<file path="config.mk">
export PLATFORM = sky130hd
export DESIGN_NAME = sar_ctl
export DESIGN_NICKNAME = d
export VERILOG_FILES = /design/src/core/sar_ctl.v
export VERILOG_INCLUDE_DIRS = /design/src /design/src/core
export SDC_FILE = /design/constraint.sdc
export NUM_CORES = 1
export LEC_CHECK = 0
export ABC_AREA = 1
export BUFFER_PORTS_ARGS = -buffer_cell sky130_fd_sc_hd__buf_2
export CORE_UTILIZATION = 40
export DETAILED_ROUTE_END_ITERATION = 6
export PLACE_DENSITY = 0.56
export SYNTH_ARGS = -nofsm -noshare
export SYNTH_HDL_FRONTEND = slang
export SYNTH_SLANG_ARGS = --single-unit
</file>
<file path="constraint.sdc">
create_clock -name clk -period 4.7 [get_ports clk]
set_clock_uncertainty 0.2 [all_clocks]
set_input_delay 0.47 -clock clk [delete_from_list [all_inputs] [get_ports clk]]
set_output_delay 0.47 -clock clk [all_outputs]
set_load 0.01 [all_outputs]
</file>
<file path="src/core/sar_ctl_defs.vh">
`ifndef SAR_CTL_DEFS_VH
`define SAR_CTL_DEFS_VH
`define SAR_RES_W        18
`define SAR_CONV_NS      1400
`define SAR_ACQ_NS       350
`define SAR_CLK_MHZ      40
`define SAR_CONV_CYC     ((`SAR_CONV_NS * `SAR_CLK_MHZ + 999) / 1000)
`define SAR_ACQ_CYC      ((`SAR_ACQ_NS * `SAR_CLK_MHZ + 999) / 1000)
`define SAR_WIDTH_18     2'h0
`define SAR_WIDTH_16     2'h1
`define SAR_WIDTH_8      2'h2
`define SAR_MID_BIT      17
`define SAR_FIFO_DEPTH   16
`endif

</file>
<file path="src/core/sar_ctl.v">
// Overview of operation
// - a low convert_start_n ends acquisition and starts a conversion.
// - at the end of approximation busy falls, then the code is pushed one clock later.
// - a running conversion is never restarted or aborted, even by power-down.
// - convert start works independently of chip select and read strobe.
// - start still low when busy falls: self-timed acquisition, then next conversion.
// - free running may exceed the nominal rate; output path tolerates it.
// - core drops into reduced power at the end of each conversion.
// - read interface stays active while the core is in reduced power.
// - serial output shares pins with the parallel bus.
// - coding select picks binary or two's complement except for the full-width parallel word.
// - outputs high impedance unless chip select and read are both low.
// - parallel port supports 18-bit, 16-bit and byte-wide transfers.
// - reads after conversion or during the next one show the previous result.
// - reference buffer on when refbuf_power_down low, off when high.
`timescale 1ns/1ps
`default_nettype none
`include "sar_ctl_defs.vh"

module sar_fifo #(
  parameter WIDTH = 18,
  parameter DEPTH = 16,
  parameter AW    = 4
) (
  input  wire             clk,
  input  wire             rst_n,
  input  wire [WIDTH-1:0] in_data,
  input  wire             in_valid,
  output wire             in_ready,
  output wire [WIDTH-1:0] out_data,
  output wire             out_valid,
  input  wire             out_ready
);
  reg [WIDTH-1:0] mem [0:DEPTH-1];
  reg [AW-1:0]    wr_ptr_reg;
  reg [AW-1:0]    rd_ptr_reg;
  reg [AW:0]      count_reg;
  wire            do_wr;
  wire            do_rd;

  assign in_ready  = (count_reg != DEPTH[AW:0]);
  assign out_valid = (count_reg != {(AW+1){1'b0}});
  assign out_data  = mem[rd_ptr_reg];
  assign do_wr     = in_valid & in_ready;
  assign do_rd     = out_valid & out_ready;

  always @(posedge clk)
  begin
    if (do_wr)
      mem[wr_ptr_reg] <= in_data;
  end

  always @(posedge clk or negedge rst_n)
  begin
    if (!rst_n)
    begin
      wr_ptr_reg <= {AW{1'b0}};
      rd_ptr_reg <= {AW{1'b0}};
      count_reg  <= {(AW+1){1'b0}};
    end
    else
    begin
      if (do_wr)
        wr_ptr_reg <= (wr_ptr_reg == DEPTH[AW-1:0] - 1'b1) ? {AW{1'b0}} : wr_ptr_reg + 1'b1;
      if (do_rd)
        rd_ptr_reg <= (rd_ptr_reg == DEPTH[AW-1:0] - 1'b1) ? {AW{1'b0}} : rd_ptr_reg + 1'b1;
      if (do_wr && !do_rd)
        count_reg <= count_reg + 1'b1;
      else if (do_rd && !do_wr)
        count_reg <= count_reg - 1'b1;
    end
  end
endmodule

module sar_ctl #(
  parameter RES_W    = `SAR_RES_W,
  parameter CONV_CYC = `SAR_CONV_CYC,
  parameter ACQ_CYC  = `SAR_ACQ_CYC
) (
  input  wire             clk,
  input  wire             rst_b,
  input  wire             convert_start_n,
  input  wire             full_power_down,
  input  wire             refbuf_power_down,
  input  wire             output_coding_select,
  input  wire [1:0]       bus_width_sel,
  input  wire             serial_mode,
  input  wire             cs_n,
  input  wire             rd_n,
  input  wire [RES_W-1:0] sample_code,
  output reg              busy,
  output reg              core_low_power,
  output reg              refbuf_enable,
  output reg  [RES_W-1:0] data_out,
  output reg  [RES_W-1:0] data_oe,
  output reg              result_overflow
);
  localparam ST_IDLE = 3'h1;
  localparam ST_CONV = 3'h2;
  localparam ST_ACQ  = 3'h4;
  localparam CW      = 12;

  reg              rst_s1_reg;
  reg              rst_s2_reg;
  wire             rst_n;
  reg  [2:0]       cnv_sync_reg;
  reg  [2:0]       cs_sync_reg;
  reg  [2:0]       rd_sync_reg;
  reg              cnv_lvl_reg;
  reg              cnv_prev_reg;
  reg              cs_lvl_reg;
  reg              rd_lvl_reg;
  reg              rd_prev_reg;
  reg              byte_sel_reg;
  reg  [2:0]       state_reg;
  reg  [2:0]       state_next;
  reg  [CW-1:0]    cnt_reg;
  reg  [CW-1:0]    cnt_next;
  reg  [RES_W-1:0] held_code_reg;
  reg  [RES_W-1:0] result_reg;
  reg              push_reg;
  wire             cnv_fall;
  wire             fifo_in_ready;
  wire [RES_W-1:0] fifo_data;
  wire             fifo_valid;
  wire             pop;
  wire             drive;
  wire [RES_W-1:0] shown;

  function [RES_W-1:0] coded;
    input [RES_W-1:0] raw;
    input             binary;
    input             plain;
    begin
      coded = raw;
      if (!plain && !binary)
        coded[`SAR_MID_BIT] = ~raw[`SAR_MID_BIT];
    end
  endfunction

  always @(posedge clk or negedge rst_b)
  begin
    if (!rst_b)
    begin
      rst_s1_reg <= 1'b0;
      rst_s2_reg <= 1'b0;
    end
    else
    begin
      rst_s1_reg <= 1'b1;
      rst_s2_reg <= rst_s1_reg;
    end
  end
  assign rst_n = rst_s2_reg;

  // pins pass three flops; a level counts once stages two and three agree
  always @(posedge clk or negedge rst_n)
  begin
    if (!rst_n)
    begin
      cnv_sync_reg <= 3'h7;
      cs_sync_reg  <= 3'h7;
      rd_sync_reg  <= 3'h7;
      cnv_lvl_reg  <= 1'b1;
      cnv_prev_reg <= 1'b1;
      cs_lvl_reg   <= 1'b1;
      rd_lvl_reg   <= 1'b1;
      rd_prev_reg  <= 1'b1;
    end
    else
    begin
      cnv_sync_reg <= {cnv_sync_reg[1:0], convert_start_n};
      cs_sync_reg  <= {cs_sync_reg[1:0], cs_n};
      rd_sync_reg  <= {rd_sync_reg[1:0], rd_n};
      if (cnv_sync_reg[1] == cnv_sync_reg[2])
        cnv_lvl_reg <= cnv_sync_reg[2];
      if (cs_sync_reg[1] == cs_sync_reg[2])
        cs_lvl_reg <= cs_sync_reg[2];
      if (rd_sync_reg[1] == rd_sync_reg[2])
        rd_lvl_reg <= rd_sync_reg[2];
      cnv_prev_reg <= cnv_lvl_reg;
      rd_prev_reg  <= rd_lvl_reg;
    end
  end

  // start is decoded without reference to cs_n or rd_n
  assign cnv_fall = cnv_prev_reg & ~cnv_lvl_reg;

  always @*
  begin
    state_next = state_reg;
    cnt_next   = cnt_reg;
    case (state_reg)
      ST_IDLE:
      begin
        if (cnv_fall)
        begin
          state_next = ST_CONV;
          cnt_next   = CONV_CYC[CW-1:0] - 1'b1;
        end
      end
      ST_CONV:
      begin
        // start edges and power-down are ignored until the count runs out
        if (cnt_reg == {CW{1'b0}})
        begin
          if (!cnv_lvl_reg)
          begin
            state_next = ST_ACQ;
            cnt_next   = ACQ_CYC[CW-1:0] - 1'b1;
          end
          else
            state_next = ST_IDLE;
        end
        else
          cnt_next = cnt_reg - 1'b1;
      end
      ST_ACQ:
      begin
        if (cnv_lvl_reg)
          state_next = ST_IDLE;
        else if (cnt_reg == {CW{1'b0}})
        begin
          state_next = ST_CONV;
          cnt_next   = CONV_CYC[CW-1:0] - 1'b1;
        end
        else
          cnt_next = cnt_reg - 1'b1;
      end
      default:
      begin
        state_next = ST_IDLE;
        cnt_next   = {CW{1'b0}};
      end
    endcase
  end

  always @(posedge clk or negedge rst_n)
  begin
    if (!rst_n)
    begin
      state_reg      <= ST_IDLE;
      cnt_reg        <= {CW{1'b0}};
      busy           <= 1'b0;
      held_code_reg  <= {RES_W{1'b0}};
      push_reg       <= 1'b0;
      core_low_power <= 1'b1;
      refbuf_enable  <= 1'b0;
    end
    else
    begin
      state_reg <= state_next;
      cnt_reg   <= cnt_next;
      if (state_reg != ST_CONV && state_next == ST_CONV)
        held_code_reg <= sample_code;
      // push_reg is set on the edge busy falls, so the code enters the fifo one clock after busy
      push_reg       <= (state_reg == ST_CONV) && (state_next != ST_CONV);
      busy           <= (state_next == ST_CONV);
      core_low_power <= (state_next != ST_CONV) | full_power_down & (state_next != ST_CONV);
      refbuf_enable  <= ~refbuf_power_down;
    end
  end

  // fifo absorbs free-running results faster than the host drains them
  sar_fifo #(
    .WIDTH (RES_W),
    .DEPTH (`SAR_FIFO_DEPTH),
    .AW    (4)
  ) u_fifo (
    .clk       (clk),
    .rst_n     (rst_n),
    .in_data   (held_code_reg),
    .in_valid  (push_reg),
    .in_ready  (fifo_in_ready),
    .out_data  (fifo_data),
    .out_valid (fifo_valid),
    .out_ready (pop)
  );

  assign drive = ~cs_lvl_reg & ~rd_lvl_reg;
  // result advances only when no read is in progress
  assign pop   = fifo_valid & ~drive;

  always @(posedge clk or negedge rst_n)
  begin
    if (!rst_n)
    begin
      result_reg      <= {RES_W{1'b0}};
      result_overflow <= 1'b0;
      byte_sel_reg    <= 1'b0;
    end
    else
    begin
      if (pop)
        result_reg <= fifo_data;
      if (push_reg && !fifo_in_ready)
        result_overflow <= 1'b1;
      // byte mode: each read strobe toggles between high and low byte
      if (cs_lvl_reg)
        byte_sel_reg <= 1'b0;
      else if (!rd_prev_reg && rd_lvl_reg && bus_width_sel == `SAR_WIDTH_8)
        byte_sel_reg <= ~byte_sel_reg;
    end
  end

  // only the full-width parallel word ignores the coding select; serial honours it
  assign shown = coded(result_reg, output_coding_select, !serial_mode && bus_width_sel != `SAR_WIDTH_16 &&
                       bus_width_sel != `SAR_WIDTH_8);

  // bus logic is clocked independently of the core power state
  always @(posedge clk or negedge rst_n)
  begin
    if (!rst_n)
    begin
      data_out <= {RES_W{1'b0}};
      data_oe  <= {RES_W{1'b0}};
    end
    else
    begin
      data_out <= {RES_W{1'b0}};
      data_oe  <= {RES_W{1'b0}};
      if (drive)
      begin
        if (serial_mode)
        begin
          data_out[0] <= shown[RES_W-1];
          data_oe[0]  <= 1'b1;
        end
        else
        begin
          case (bus_width_sel)
            `SAR_WIDTH_18:
            begin
              data_out <= shown;
              data_oe  <= {RES_W{1'b1}};
            end
            `SAR_WIDTH_16:
            begin
              data_out[15:0] <= shown[RES_W-1:2];
              data_oe[15:0]  <= 16'hFFFF;
            end
            `SAR_WIDTH_8:
            begin
              data_out[7:0] <= byte_sel_reg ? shown[9:2] : shown[RES_W-1:10];
              data_oe[7:0]  <= 8'hFF;
            end
            default:
            begin
              data_out <= shown;
              data_oe  <= {RES_W{1'b1}};
            end
          endcase
        end
      end
    end
  end
endmodule
`default_nettype wire

</file>
==> results of run 1 <==
[kinds of logic after synthesis]
group | synth area share [%]
AO/OA/AOI/OAI | 8.20
XOR/XNOR | 0.319
other | 0.0227
flip-flops | 69.0
AND/OR/NAND/NOR | 16.6
adder cells (fa/ha/maj) | 1.21
buffers and inverters | 4.68
[how the worst min path moves through the flow]
stage / start / endpoint / slack (ps) / cells past startpoint
detailed placement: rst_b / rst_n$_DFF_PN0_ / 60 / 1
CTS: serial_mode / data_out[0]$_DFF_PN0_ / 10 / 3
global route: rst_b / rst_s1_reg$_DFF_PN0_ / 50 / 2
floorplan: rst_b / rst_n$_DFF_PN0_ / -30 / 0
global placement: rst_b / rst_s1_reg$_DFF_PN0_ / 60 / 1
finish: serial_mode / data_out[0]$_DFF_PN0_ / 30 / 3
[repair_timing]
| action | in CTS | in global routing |
|---|---|---|
| resized for setup | 0 | 0 |
| hold buffers | 23 | 0 |
| endpoints found under the hold margin | 24 | 0 |
[per-layer routing]
metal  track usage [%]  vias up  wire length [um]
li1                  -     5173                 -
met1              26.0     5252             17400
met2              30.8      290             18400
met3              3.01       63              2200
met4              5.53        0               975
met5                 0        -                 0
[cell type report]
cell class                      instances  area share, %
Sequential cell                       396           60.7
Multi-Input combinational cell        906           23.5
Clock buffer                           64           6.54
Timing Repair Buffer                  111           3.92
Tap cell                              532           3.55
Inverter                               68           1.37
Clock inverter                         13          0.440
[layout by cell type (no fill, tap or decap), drive strengths merged, types with 8 or more instances in the layout]
master,synthesis,final
o211ai,39,39
inv,67,66
edfxtp,288,288
ha,12,12
dfrtp,92,92
nand4,8,8
o21ai,166,166
dfstp,16,16
dlygate4sd3,0,23
nor2,300,300
clkbuf,30,64
clkinv,1,14
nand3,119,119
o22ai,12,12
nand2,213,213
buf,56,88
[power by group]
part	internal (uW)	leakage (uW)	switching [uW]
clock	1850	0.000642	1310
sequential	4380	0.00396	681
combinational	987	0.00260	2060
total	7220	0.00721	4050
[worst max-delay path, cell delays in order, from the launching register on]
cell	delay [ps]
dfrtp_1	420
nor4_2	400
nand2_1	100
nand2_1	70
buf_4	230
ha_1	220
inv_1	110
fa_1	460
nand2_1	100
nand2_1	60
a21oi_1	140
xor2_1	160
nand2_1	60
o21ai_0	60
[through the flow]
step	instances	utilization, %	area [um2]	worst slack [ps]	power [uW]
final	2090	46.1	18800	1820	11300
after global routing	2090	46.1	18800	1480	12000
after CTS	2090	46.1	18800	1780	11400
after detailed placement	1990	42.3	17200	1790	8170
after global placement	1990	42.3	17200	1840	8120
after floorplan	1456	-	16500	1300	7190
==> impl_metrics.toml, run 1 <==
[setup_path]
r2r_cells = 13
cp-endpoint = "u_fifo.count_reg[4]$_DFFE_PN0P_"
critPathMaxFanout = 20
required_ps = 4940
cp-end-kind = "flop"
worstSetupPathType = "flop to flop"
r2r-end = "u_fifo.count_reg[4]$_DFFE_PN0P_"
rrSetupSlack_ps = 1820
cp-startpoint = "u_fifo.count_reg[1]$_DFFE_PN0P_"
startpoint_type = "flop"
cp.arrival_ps = 3130
r2r-start = "u_fifo.count_reg[1]$_DFFE_PN0P_"

[route]
vias_per_cell = 5.16
drt-initial-drc-count = 961
route.detailed.wl_per_inst_um = 18.7
antenna_left = 0
dr.pass1.iters = 5
drc = 0
vias = 10800
wl_um = 39000

[run]
cap_viol_max_count = 0

[clock_tree]
clkLatencyLatePin_ps = 540
cts.sinks = 396
cts-htree-levels = 2
clk_pin_slew_worst_paths_ps = 60
clock_path_buffers = 3
postCtsSetupRepairBufs = 0
cts_tree = "done"
cts_buffers = 44
cts_root_buf = "clkbuf_16"

[sta]
worst_pin_slew_ps = 1100
fin_crit_sh_pct = 61.4
fin_crit_ps = 2880
finalHoldWorstSlack_ps = 27.1
finalMaxSlewViolations = 0
rsz0062_at_grt = "no"
clock.fmax_mhz = 347
tns_ps = 0
final_hold_viol_count = 0
maxSlewHeadroom_pct = 26.4
setup_viol_count_final = 0

[cells_and_area]
syn2layout_area_growth_pct = 13.8
top_register = "u_fifo.mem"
largest_register_ff_count = 288
nFillCells = 3732
drive_above_1_share_pct = 13.7
seqCellArea_um2 = 11400
nets = 1569
multiInputGateArea_um2 = 4420
n_antenna_cell = 0

[outcome]
status = "finished, final reports clean"

[synth]
postSynthAreaPerCell_um2 = 11.3
synth_commonest_cells = "294 x nor2_1, 288 x edfxtp_1, 207 x nand2_1"
ys_async_sr_fraction_pct = 27.3
syn-num-nets = 1498
yosys_warnings = 0
synthCells = 1456
yosys.area.top_type = "edfxtp_1"
netlist_area_um2 = 16500
synth_area_leaders = "edfxtp_1 52%, dfrtp_1 14%, nor2_1 6.7%"
synth_top_area_share_pct = 52.5
ys_types = 44
yosysMostFrequentCell = "nor2_1"
synth_seq_cells = 396
synth_seq_area_share_pct = 69.0
synth_edf_count = 288
ys.flop_type = "edfxtp_1"

[placed_design]
dp_hpwl_um = 21200
port_buffers = 67
gp_congestion = 0.788

[power_and_ir_drop]
ir_drop_uv = 442
p_per_area_nw_per_um2 = 601
leakagePower_uw = 0.00721

[global_route]
grt_max_degree = 83
grt_usage_pct = 18.9
grt_pass1_wl_um = 60000
antenna_found_initial = 1
gr-total-overflow = 0
grt_pass1_vias = 10400

[die]
io_pins = 69
initial_utilization_pct = 40.5
die_x_um = 205
rows = 74
die_y_um = 205
core_um2 = 40700
die_area_um2 = 42000

[worst_hold_path]
hold_class = "input port to flop"
Power figures use the tool's default switching activity.
==> inputs of run 2 (changes only) <==
Settings changed: PLACE_DENSITY 0.56 to 0.58.
Clock period 4.7 ns to 2.3 ns, I/O delays scaled along.
==> run 2 against run 1 <==
Compared with the run above:
- the run now ends with hold timing, setup timing left
- count of clock-buffer cells in the layout shrank 7
- wire length decreased by 0.52%
- final cell count up 1.5%
- die area unchanged
- combinational power grew 130%
- sequential cell count is the same
- maximum frequency is 23% higher
- first-iteration DRC count rose by 0.21%
==> impl_metrics.toml, run 2 (synthesis gave the netlist of run 1 again) <==
[outcome]
status = "finished with violations"
violations = "hold timing, setup timing"

[sta]
fin_crit_ps = 2350
worst_pin_slew_ps = 822
setup_viol_count_final = 1
maxSlewHeadroom_pct = 45.2
clock.fmax_mhz = 426
finalMaxSlewViolations = 0
final_hold_viol_count = 5
finalHoldWorstSlack_ps = -2.00
rsz0062_at_grt = "yes"
fin_crit_sh_pct = 102
fin_ws_ps = -48.4

[global_route]
grt_pass1_wl_um = 60900
top_usage_layer = "met2"
grt_usage_pct = 19.0
gr-total-overflow = 0
grt.met2_usage_pct = 29.8
met3_usage_pct = 2.88
grt_pass1_vias = 10600
grt_max_degree = 84
antenna_found_initial = 0
grtUsageMet1_pct = 27.1

[cells_and_area]
n_antenna_cell = 0
largest_register_ff_count = 288
top_register = "u_fifo.mem"
final_area_um2 = 19300
layout_common_cells = "288 x edfxtp_1, 278 x nor2_1, 203 x nand2_1, 137 x o21ai_0, 117 x nand3_1"
nFillCells = 3644
layout_commonest_cell = "edfxtp_1"
nets = 1603
drive_above_1_share_pct = 16.2
fin_cells = 2122
syn2layout_area_growth_pct = 16.8

[power_and_ir_drop]
total_power_uw = 23600
ir_drop_uv = 930
p_per_area_nw_per_um2 = 1230
leakagePower_uw = 0.00743

[setup_path]
worstSetupPathType = "flop to flop"
required_ps = 2560
startpoint_type = "flop"
r2r_cells = 12
cp.arrival_ps = 2610
critPathMaxFanout = 4
cp-end-kind = "flop"

[placed_design]
gp_congestion = 0.816
port_buffers = 67
dp_hpwl_um = 23200
placed_cell_area_um2 = 17600
dpl_worst_slack_ps = -138
dp_cells = 2016

[clock_tree]
clkLatencyLatePin_ps = 550
clk_pin_slew_worst_paths_ps = 60
cts_tree = "done"
clock_path_buffers = 3
cts-htree-levels = 2
cts.sinks = 396
cts_buffers = 42
cts_root_buf = "clkbuf_16"

[run]
cap_viol_max_count = 0

[route]
wl_um = 38800
vias_per_cell = 5.20
drc = 0
drt-initial-drc-count = 963
antenna_left = 0
vias = 11000
route.detailed.wl_per_inst_um = 18.3
dr.pass1.iters = 5

[die]
rows = 74
die_y_um = 205
initial_utilization_pct = 40.5
die_area_um2 = 42000
io_pins = 69
die_x_um = 205
core_um2 = 40700

[worst_hold_path]
hold_class = "flop to asynchronous set/reset pin"
==> run 2: changes by cell type in the layout (fill, tap and decap cells not counted), sizes merged <==
cell | previous run | this run
clkbuf | 64 | 57
clkinv | 14 | 12
bufinv | 1 | 3
buf | 88 | 119
inv | 66 | 68
clkinvlp | 0 | 1
dlygate4sd3 | 23 | 28
==> run 2: stage by stage <==
| stage | hold WS (ps) | setup TNS [ps] | utilization [%] |
|---|---|---|---|
| 2_1_floorplan | -266 | -296 | - |
| 3_3_place_gp | -185 | -47.3 | 43.1 |
| 3_5_place_dp | -183 | -619 | 43.1 |
| 4_1_cts | 7.78 | -1090 | 47.2 |
| 5_1_grt | 19.4 | -355 | 47.3 |
| 6_report | -2.00 | -48.4 | 47.3 |
==> run 2: timing repair <==
action	CTS	global route
endpoints found under the setup margin	26	63
setup buffers	4	1
pin swaps	7	6
hold buffers	28	0
gates cloned	0	0
hold endpoints to repair	31	0
resized for setup	6	8
==> run 2: final timing paths <==
| kind | from | end | slack (ps) |
|---|---|---|---|
| min in group clk | cs_n | cs_sync_reg[0]$_DFF_PN1_ | 120 |
| worst min-delay path | rst_n$_DFF_PN0_ | u_fifo.rd_ptr_reg[2]$_DFFE_PN0P_ | -2 |
| max in group asynchronous | rst_n$_DFF_PN0_ | data_out[11]$_DFF_PN0_ | 1260 |
| worst min register to register | rst_n$_DFF_PN0_ | u_fifo.rd_ptr_reg[2]$_DFFE_PN0P_ | -2 |
| worst max-delay path | u_fifo.count_reg[2]$_DFFE_PN0P_ | u_fifo.count_reg[4]$_DFFE_PN0P_ | -50 |
| worst max register to register | u_fifo.count_reg[2]$_DFFE_PN0P_ | u_fifo.count_reg[4]$_DFFE_PN0P_ | -50 |
==> run 2: power breakdown <==
group | internal [uW] | switching, uW | leakage (uW)
Combinational | 2390 | 4630 | 0.00283
Clock | 3840 | 2660 | 0.000646
Sequential | 8960 | 1170 | 0.00396
==> run 2: critical path, stage by stage, from the launching register on <==
cell and delay, ps:
dfrtp_1 400, nor4_4 320, nand2_1 110, nand2_2 110, ha_4 150, inv_4 50, fa_2 350, nand2_2 90
nand2_2 60, a21oi_2 150, xor2_1 160, nand2_1 60, o21ai_1 70
==> run 2: layout make-up <==
cell class,count,area [um2],share of cell area [%]
sequential,396,11400,59.1
multi-input combinational,906,4460,23.1
timing repair buffer,147,1180,6.13
clock buffer,57,1150,5.98
tap,532,666,3.46
inverter,68,259,1.35
clock inverter,16,160,0.832
==> run 2: layer usage <==
layer | part of all wire (%) | up-vias | wire [um]
met4 | 2.5 | 0 | 956
met3 | 5.4 | 65 | 2100
met2 | 47 | 290 | 18400
met5 | 0 | - | 0
li1 | - | 5240 | -
met1 | 45 | 5433 | 17400
